### src/hw/tlbi_pkg.sv
package tlbi_pkg;

    // Timebase for brake timers and dynamic brake delay
    localparam int CLK_PERIOD_NS = 10;
    localparam int TIMEBASE_MS = 10;
    localparam int TIMEBASE_CYCLES = (TIMEBASE_MS * 1000000) / CLK_PERIOD_NS;

    // Parameter word width and number of stored settings
    localparam int PW = 16;
    localparam int NUM_PARAMS = 10;

    // Parameter indexes on the setting port
    localparam logic [3:0] IDX_FUNC_SEL = 4'h0;
    localparam logic [3:0] IDX_CMD_MODE = 4'h1;
    localparam logic [3:0] IDX_FWD_CAP = 4'h2;
    localparam logic [3:0] IDX_REV_CAP = 4'h3;
    localparam logic [3:0] IDX_FWD_EXT = 4'h4;
    localparam logic [3:0] IDX_REV_EXT = 4'h5;
    localparam logic [3:0] IDX_TORQUE_GAIN = 4'h6;
    localparam logic [3:0] IDX_BRAKE_DELAY = 4'h7;
    localparam logic [3:0] IDX_BRAKE_SPEED = 4'h8;
    localparam logic [3:0] IDX_BRAKE_WAIT = 4'h9;
    localparam logic [3:0] IDX_STATUS = 4'ha;

    // Setting bit positions
    localparam int CMD_EXT_LIMIT_BIT = 2;
    localparam int CMD_ANALOG_LIMIT_BIT = 15;
    localparam int FUNC_FEEDFWD_BIT = 15;

    // Maximum torque in percent of rated; plain default
    localparam logic [15:0] MAX_TORQUE_PCT = 16'h012c;

    // Reset values
    localparam logic [15:0] RST_FUNC_SEL = 16'h0000;
    localparam logic [15:0] RST_CMD_MODE = 16'h0000;
    localparam logic [15:0] RST_FWD_CAP = MAX_TORQUE_PCT;
    localparam logic [15:0] RST_REV_CAP = MAX_TORQUE_PCT;
    localparam logic [15:0] RST_FWD_EXT = 16'h0064;
    localparam logic [15:0] RST_REV_EXT = 16'h0064;
    localparam logic [15:0] RST_TORQUE_GAIN = 16'h001e;
    localparam logic [15:0] RST_BRAKE_DELAY = 16'h0000;
    localparam logic [15:0] RST_BRAKE_SPEED = 16'h0064;
    localparam logic [15:0] RST_BRAKE_WAIT = 16'h0032;

    // Reset table indexed by parameter index
    localparam logic [NUM_PARAMS*16-1:0] RST_TABLE = {
        RST_BRAKE_WAIT, RST_BRAKE_SPEED, RST_BRAKE_DELAY, RST_TORQUE_GAIN, RST_REV_EXT,
        RST_FWD_EXT, RST_REV_CAP, RST_FWD_CAP, RST_CMD_MODE, RST_FUNC_SEL};

    // Control modes
    typedef enum logic [1:0] {
        MODE_SPEED = 2'h0,
        MODE_INTERNAL_SPEED = 2'h1,
        MODE_TORQUE = 2'h2
    } tlbi_mode_t;

    // Brake sequencer states, one-hot
    typedef enum logic [3:0] {
        ST_OFF = 4'h1,
        ST_ON = 4'h2,
        ST_BRAKE_DELAY = 4'h4,
        ST_COAST = 4'h8
    } tlbi_state_t;

endpackage

### src/hw/tlbi_divider.sv
`timescale 1ns/1ps
`default_nettype none

// Free-running restoring divider, one quotient bit per clock
module tlbi_divider
    import tlbi_pkg::*;
(
    input wire logic clk,
    input wire logic reset,
    input wire logic [15:0] dividend,
    input wire logic [15:0] divisor,
    output logic [15:0] quotient
);

    logic [4:0] cnt_reg; // Bits left in current pass
    logic [15:0] work_reg; // Dividend shifting out, quotient shifting in
    logic [15:0] rem_reg; // Partial remainder
    logic [15:0] div_reg; // Divisor held for the pass
    logic [16:0] trial; // Remainder with next dividend bit
    logic fits; // Divisor fits into trial
    logic [15:0] rem_next;

    // Trial subtraction
    always_comb begin
        trial = {rem_reg, work_reg[15]};
        fits = (trial >= {1'b0, div_reg});
        rem_next = fits ? 16'(trial - {1'b0, div_reg}) : trial[15:0];
    end

    // Iteration; inputs are resampled every 17 cycles, so the result lags by up to 33
    always_ff @(posedge clk) begin
        if (reset) begin
            cnt_reg <= 5'h00;
            work_reg <= 16'h0000;
            rem_reg <= 16'h0000;
            div_reg <= 16'h0001;
            quotient <= 16'h0000;
        end else if (cnt_reg == 5'h00) begin
            // Load a fresh pass; zero divisor saturates instead of hanging
            work_reg <= dividend;
            rem_reg <= 16'h0000;
            div_reg <= divisor;
            cnt_reg <= 5'h10;
        end else begin
            work_reg <= {work_reg[14:0], fits};
            rem_reg <= rem_next;
            cnt_reg <= cnt_reg - 5'h01;
            if (cnt_reg == 5'h01) begin
                quotient <= (div_reg == 16'h0000) ? 16'hffff : {work_reg[14:0], fits};
            end
        end
    end

endmodule // tlbi_divider

`default_nettype wire

### src/hw/tlbi_torque_brake.sv
`timescale 1ns/1ps
`default_nettype none

module tlbi_torque_brake
    import tlbi_pkg::*;
#(
    parameter int TIMEBASE_CYC = TIMEBASE_CYCLES
) (
    input wire logic clk,
    input wire logic reset,
    input wire logic param_wr,
    input wire logic [3:0] param_idx,
    input wire logic [15:0] param_wdata,
    output logic [15:0] param_rdata,
    input wire logic [1:0] control_mode,
    input wire logic servo_on_req,
    input wire logic alarm,
    input wire logic fwd_limit_input,
    input wire logic rev_limit_input,
    input wire logic signed [15:0] analog_torque_input,
    input wire logic signed [15:0] torque_request,
    input wire logic [15:0] motor_speed,
    output logic signed [15:0] torque_out,
    output logic fwd_limit_active,
    output logic rev_limit_active,
    output logic motor_power_on,
    output logic brake_interlock_out,
    output logic dyn_brake_on
);

    // Setting storage
    logic [15:0] param_reg [NUM_PARAMS];

    // Named views of the settings
    logic [15:0] func_sel;
    logic [15:0] cmd_mode;
    logic [15:0] brake_delay;
    logic [15:0] brake_speed;
    logic [15:0] brake_wait;
    assign func_sel = param_reg[IDX_FUNC_SEL];
    assign cmd_mode = param_reg[IDX_CMD_MODE];
    assign brake_delay = param_reg[IDX_BRAKE_DELAY];
    assign brake_speed = param_reg[IDX_BRAKE_SPEED];
    assign brake_wait = param_reg[IDX_BRAKE_WAIT];

    // One register per setting, written through the setting port
    genvar gi;
    generate
        for (gi = 0; gi < NUM_PARAMS; gi++) begin : g_param
            always_ff @(posedge clk) begin
                if (reset) begin
                    param_reg[gi] <= RST_TABLE[gi*16 +: 16];
                end else if (param_wr && param_idx == 4'(gi)) begin
                    param_reg[gi] <= param_wdata;
                end
            end
        end
    endgenerate

    // Analog path
    logic [15:0] analog_mag; // Absolute input voltage in mV
    logic [15:0] analog_pct; // Scaled magnitude in percent of rated
    logic analog_neg_reg; // Sign sampled with the magnitude
    logic analog_neg_d_reg; // Sign delayed towards the quotient

    // Magnitude only, sign handled apart
    assign analog_mag = analog_torque_input[15] ? 16'(~analog_torque_input + 16'sh0001)
                                                : analog_torque_input;

    // Gain is 0.1 V per rated torque: percent = mV / gain
    tlbi_divider u_div (
        .clk(clk),
        .reset(reset),
        .dividend(analog_mag),
        .divisor(param_reg[IDX_TORQUE_GAIN]),
        .quotient(analog_pct)
    );

    // Sign follows the divider loosely; fine for slowly moving inputs
    always_ff @(posedge clk) begin
        if (reset) begin
            analog_neg_reg <= 1'b0;
            analog_neg_d_reg <= 1'b0;
        end else begin
            analog_neg_reg <= analog_torque_input[15];
            analog_neg_d_reg <= analog_neg_reg;
        end
    end

    // Mode qualifiers
    logic internal_mode;
    logic speed_mode;
    logic ext_enable;
    logic analog_limit_en;
    logic feedfwd_en;
    always_comb begin
        internal_mode = (control_mode == MODE_INTERNAL_SPEED);
        speed_mode = (control_mode == MODE_SPEED);
        ext_enable = !cmd_mode[CMD_EXT_LIMIT_BIT] && !internal_mode;
        feedfwd_en = func_sel[FUNC_FEEDFWD_BIT];
        analog_limit_en = cmd_mode[CMD_ANALOG_LIMIT_BIT] && !feedfwd_en && !internal_mode;
    end

    // Limit selection: start from fixed caps, take the smallest active source
    logic [15:0] fwd_lim;
    logic [15:0] rev_lim;
    always_comb begin
        fwd_lim = param_reg[IDX_FWD_CAP];
        rev_lim = param_reg[IDX_REV_CAP];
        if (ext_enable && fwd_limit_input && param_reg[IDX_FWD_EXT] < fwd_lim) begin
            fwd_lim = param_reg[IDX_FWD_EXT];
        end
        if (ext_enable && rev_limit_input && param_reg[IDX_REV_EXT] < rev_lim) begin
            rev_lim = param_reg[IDX_REV_EXT];
        end
        if (analog_limit_en && analog_pct < fwd_lim) begin
            fwd_lim = analog_pct;
        end
        if (analog_limit_en && analog_pct < rev_lim) begin
            rev_lim = analog_pct;
        end
        // Keep limits inside the signed output range
        if (fwd_lim[15]) begin
            fwd_lim = 16'h7fff;
        end
        if (rev_lim[15]) begin
            rev_lim = 16'h7fff;
        end
    end

    // Feed-forward term, positive voltage pushes forward
    logic signed [17:0] ff_term;
    logic signed [17:0] torque_sum;
    always_comb begin
        ff_term = 18'sh00000;
        if (feedfwd_en && speed_mode) begin
            ff_term = analog_neg_d_reg ? -$signed({2'b00, analog_pct}) : $signed({2'b00, analog_pct});
        end
        torque_sum = 18'(torque_request) + ff_term;
    end

    // Clamp to the selected limits and register the result
    always_ff @(posedge clk) begin
        if (reset) begin
            torque_out <= 16'sh0000;
            fwd_limit_active <= 1'b0;
            rev_limit_active <= 1'b0;
        end else if (!motor_power_on) begin
            // No torque without motor power
            torque_out <= 16'sh0000;
            fwd_limit_active <= 1'b0;
            rev_limit_active <= 1'b0;
        end else if (torque_sum > $signed({2'b00, fwd_lim})) begin
            torque_out <= $signed(fwd_lim);
            fwd_limit_active <= 1'b1;
            rev_limit_active <= 1'b0;
        end else if (torque_sum < -$signed({2'b00, rev_lim})) begin
            torque_out <= -$signed(rev_lim);
            fwd_limit_active <= 1'b0;
            rev_limit_active <= 1'b1;
        end else begin
            torque_out <= torque_sum[15:0];
            fwd_limit_active <= 1'b0;
            rev_limit_active <= 1'b0;
        end
    end

    // Brake sequencer
    tlbi_state_t state_reg;
    tlbi_state_t state_next;
    logic below_speed; // Motor counted as stopped
    logic [23:0] presc_reg; // Cycles within the current 10 ms tick
    logic [15:0] tick_cnt_reg; // Whole 10 ms ticks since the servo-off event
    logic tick;
    logic timer_restart; // Entry into a timed state
    logic [23:0] db_cnt_reg; // Cycles since motor power went off
    logic power_next; // Power decision taken at the coming edge

    assign below_speed = (motor_speed < brake_speed);
    assign tick = (presc_reg == 24'(TIMEBASE_CYC - 1));
    assign power_next = (state_next == ST_ON) || (state_next == ST_BRAKE_DELAY);

    // Next state
    always_comb begin
        state_next = state_reg;
        case (state_reg)
            ST_OFF: begin
                // Power and brake release together
                if (servo_on_req && !alarm) begin
                    state_next = ST_ON;
                end
            end
            ST_ON: begin
                if (alarm || !servo_on_req) begin
                    if (below_speed) begin
                        // Stopped: brake first, then drop power after a delay; on alarm both drop at once
                        state_next = alarm ? ST_OFF : ST_BRAKE_DELAY;
                    end else begin
                        // Rotating: power off now, brake later
                        state_next = ST_COAST;
                    end
                end
            end
            ST_BRAKE_DELAY: begin
                if (alarm || tick_cnt_reg >= brake_delay) begin
                    state_next = ST_OFF;
                end
            end
            ST_COAST: begin
                // Whichever comes first
                if (below_speed || tick_cnt_reg >= brake_wait) begin
                    state_next = ST_OFF;
                end
            end
            default: begin
                state_next = ST_OFF;
            end
        endcase
    end

    // State register
    always_ff @(posedge clk) begin
        if (reset) begin
            state_reg <= ST_OFF;
        end else begin
            state_reg <= state_next;
        end
    end

    assign timer_restart = (state_next != state_reg) &&
                           (state_next == ST_BRAKE_DELAY || state_next == ST_COAST);

    // 10 ms prescaler; restarting keeps delays from running short
    always_ff @(posedge clk) begin
        if (reset || timer_restart || tick) begin
            presc_reg <= 24'h000000;
        end else begin
            presc_reg <= presc_reg + 24'h000001;
        end
    end

    // Tick counter, saturating so a stuck state cannot wrap back
    always_ff @(posedge clk) begin
        if (reset || timer_restart) begin
            tick_cnt_reg <= 16'h0000;
        end else if (tick && tick_cnt_reg != 16'hffff) begin
            tick_cnt_reg <= tick_cnt_reg + 16'h0001;
        end
    end

    // Power and brake outputs
    always_ff @(posedge clk) begin
        if (reset) begin
            motor_power_on <= 1'b0;
            brake_interlock_out <= 1'b0;
        end else begin
            motor_power_on <= power_next;
            brake_interlock_out <= (state_next == ST_ON) || (state_next == ST_COAST);
        end
    end

    // Dynamic brake, one timebase after power removal; motor coasts meanwhile
    // Follows the power decision, so it lets go in the very cycle power returns
    always_ff @(posedge clk) begin
        if (reset) begin
            db_cnt_reg <= 24'(TIMEBASE_CYC); // Already counted out: brake stays held after reset
            dyn_brake_on <= 1'b1;
        end else if (power_next) begin
            db_cnt_reg <= 24'h000000;
            dyn_brake_on <= 1'b0;
        end else if (db_cnt_reg < 24'(TIMEBASE_CYC)) begin
            db_cnt_reg <= db_cnt_reg + 24'h000001;
            dyn_brake_on <= 1'b0;
        end else begin
            dyn_brake_on <= 1'b1;
        end
    end

    // Readback: settings plus status word
    always_ff @(posedge clk) begin
        if (reset) begin
            param_rdata <= 16'h0000;
        end else if (param_idx < 4'(NUM_PARAMS)) begin
            param_rdata <= param_reg[param_idx];
        end else if (param_idx == IDX_STATUS) begin
            param_rdata <= {9'h000, dyn_brake_on, brake_interlock_out, motor_power_on, state_reg};
        end else begin
            param_rdata <= 16'h0000;
        end
    end

endmodule // tlbi_torque_brake

`default_nettype wire

### config.mk
export PLATFORM = sky130hd
export DESIGN_NAME = tlbi_torque_brake
export DESIGN_NICKNAME = d
export VERILOG_FILES = /design/src/hw/tlbi_pkg.sv /design/src/hw/tlbi_divider.sv /design/src/hw/tlbi_torque_brake.sv
export SDC_FILE = /design/constraint.sdc
export NUM_CORES = 1
export LEC_CHECK = 0
export BUFFER_PORTS_ARGS = -buffer_cell sky130_fd_sc_hd__buf_2
export CORE_AREA = 2 2 202 204
export CTS_CLUSTER_SIZE = 20
export DETAILED_ROUTE_END_ITERATION = 6
export DIE_AREA = 0 0 204 206
export PLACE_DENSITY = 0.69
export SETUP_SLACK_MARGIN = 0.02
export SLEW_MARGIN = 20
export SYNTH_ARGS = -nofsm -noshare
export SYNTH_HDL_FRONTEND = slang
export SYNTH_SLANG_ARGS = --single-unit
### constraint.sdc
create_clock -name clk -period 17.8 [get_ports clk]
set_clock_uncertainty 0.05 [all_clocks]
set_input_delay 5.34 -clock clk [delete_from_list [all_inputs] [get_ports clk]]
set_output_delay 5.34 -clock clk [all_outputs]
set_load 0.02 [all_outputs]
==> metrics <==
Post-synth top flop=dfxtp_1; internal cell power=1.670 mW; effective utilization at floorplan=0.5368; overall power=2.594 mW; root buffer cell=clkbuf_16; NetSw=0.9242 mW; slowest cell on the critical path=mux2i_1; average wire per standard cell=~21 µm; commonest cells after routing, fill and taps aside=nor2_1, ha_1, dfxtp_1; final hold vios=0; share of cells above drive strength 1=0.1178; die area=between 40,000 and 50,000 µm²; Slew @ Worst Pin=1.063 ns; total number of vias=roughly 18,000; Total Routing Usage GR=0.2942; maximum clock rate=between 70 and 80 MHz; max reg flops=160; Core Region=approximately 40,000 µm²; RSZ-0062 raised after global routing=false; Mapped Area=roughly 22,000 µm²; syn nets=between 2,000 and 3,000; drt pass-1 iters=5; vias in the first global route=roughly 17,000; Core Rows=74; crit share post-route=0.7453; first-pass GRT wire length=about 95,000 µm; setup TNS=0 ns; sw frac=0.3562; most common cell after layout, fill and taps aside=nor2_1; status=completed; slew margin rel.=0.2821; CTS buffer count=38; Post-route DRC=0; post-CTS setup buffers=0; Longest Clk Path Bufs=3; antenna violations before repair=1; Post-DP HPWL=roughly 47,000 µm; Static Leak=between 10 and 15 nW; post-CTS sizing=0; clock tree from TritonCTS=done; vias per cell=between 6 and 7; synth top area cells=edfxtp_1, dfxtp_1, ha_1, and2_1, mux4_2; sequential power share=0.370; final RePlAce weighted congestion=roughly 0.94; VDD IR-drop max=0.07513 mV; filler cell count=roughly 3,500; post-synth cell types=between 80 and 90; Synth top area share=0.2227; Synth Register Bits=336; Critical Path AT=13.70 ns; Net count, final=about 2,600; kind of critical path=primary input to flip-flop; Layout area overhead=10.72%; die span in x=204 µm; CP Capture Type=flip-flop; Post-Syn Area per Cell=roughly 9.4 µm²; Worst EP required=about 18 ns; PortBufs=113; combinational power share=0.326; Clk pwr share=0.304; largest net degree at the start of global routing=64; fin crit period=about 13 ns; PwrDens=approximately 110 nW/µm²; CP max FO=36; Critical Path Max Stage Delay=approximately 0.64 ns; setup violators final=0; Hold-fix buffers, CTS=0; leading area contributor after synthesis=edfxtp_1; Synth async-reset ratio=0; Max Cap Viol=0; Clock Latency Late Sink=between 0.5 and 0.6 ns; Initial DRC Count=between 1,000 and 1,500; clk sink count=between 300 and 400; I/O Pins=approximately 110; Die Y=206 µm; clock-pin slew on the worst setup and hold paths=around 0.060 ns; worst min path class=flip-flop to flip-flop; Post-synth EDFFs=between 150 and 200; CTS H-tree depth=2; total gr overflow=0; register area share after synthesis=0.3861; CP Launch Type=primary input; Detailed Route WL=between 60,000 and 70,000 µm; Inserted Diodes=0; synth warn=0; Post-Syn Instances=~2,300; post-route ant nets=0; Slew Limit Fails=0
==> path summary, 6_finish.rpt <==
kind | start | endpoint | slack (ns) | cells after the start
worst max-delay path | control_mode[0] | torque_out[5]$_SDFF_PP0_ | 4.53 | 33
worst min-delay path | analog_neg_reg$_SDFF_PP0_ | analog_neg_d_reg$_SDFF_PP0_ | 0.40 | 1
worst max register to register | param_reg[3][15]$_SDFFCE_PN0P_ | torque_out[5]$_SDFF_PP0_ | 8.36 | 34
worst min register to register | analog_neg_reg$_SDFF_PP0_ | analog_neg_d_reg$_SDFF_PP0_ | 0.40 | 1
==> critical path: cells and delay by family <==
family | cells | cell delay (ns)
compound gates | 14 | 3.03
simple gates | 10 | 2.75
mux | 2 | 1.00
fa+ha+maj | 3 | 0.81
buf+inv | 3 | 0.50
xor+xnor | 1 | 0.24
==> cell type report <==
cell class / count / area [µm²] / share of cell area
clock buffers: 56 / 1110 / 0.04646
clock inverters: 13 / 145.1 / 0.006076
inverters: 146 / 548.0 / 0.02294
multi-input cells: 1713 / 12320 / 0.5159
flip-flops and latches: 336 / 8328 / 0.3487
well taps: 532 / 665.6 / 0.02787
repair buffers: 139 / 765.7 / 0.03206
==> synth_stat cells, types with 7 or more instances <==
cell type	count
a211o_1	7
a211oi_1	58
a21o_1	55
a21oi_1	131
a31oi_1	13
and2_1	131
and3_1	42
clkbuf_1	96
dfxtp_1	176
edfxtp_1	160
ha_1	180
inv_1	146
mux2_2	10
mux2i_1	62
mux4_2	32
nand2_1	165
nand2b_1	28
nand3_1	58
nand4_1	30
nor2_1	188
nor2b_1	29
nor3_1	58
nor3b_1	9
nor4_1	19
o211ai_1	13
o21a_1	13
o21ai_0	63
o21bai_1	19
o22ai_1	15
o31ai_1	21
or2_2	12
or3_1	29
or4_1	7
xnor2_1	70
xor2_1	55
==> through the flow <==
step                      utilization  setup slack, ns  instances  hold slack (ns)  instance area (µm²)
final                          0.5944            4.534       2935           0.4015                23890
after detailed placement       0.5630            4.030       2866           0.3871                22620
after global routing           0.5944            3.860       2935           0.4170                23890
after floorplan                     -            5.311       2303           0.3638                21570
after CTS                      0.5943            4.593       2935           0.4046                23880
after global placement         0.5628            4.199       2866           0.3784                22620
==> power by group through the flow <==
stage	registers [mW]	logic [mW]	clock network [mW]
floorplan	0.950	0.624	0
global placement	0.973	0.818	0
detailed placement	0.974	0.839	0
CTS	0.959	0.844	0.798
global route	0.968	0.939	0.825
finish	0.960	0.847	0.787
==> kinds of logic after synthesis <==
kind of cell | Yosys count | synth area share
simple gates | 827 | 0.1959
flops | 336 | 0.3861
fa+ha+maj | 182 | 0.1063
compound gates | 474 | 0.1474
xor+xnor | 126 | 0.05151
mux | 104 | 0.06740
buf+inv | 254 | 0.04553
==> metal layers <==
metal / global-route usage / vias to the layer above / routed length [µm]
met5: 0 / - / 13
met4: 0.1439 / 2 / 3082
met3: 0.04131 / 143 / 4028
met2: 0.4989 / 633 / 29500
met1: 0.3698 / 8488 / 25640
li1: - / 8455 / -
Note: power is estimated with default switching activity, not from simulation.
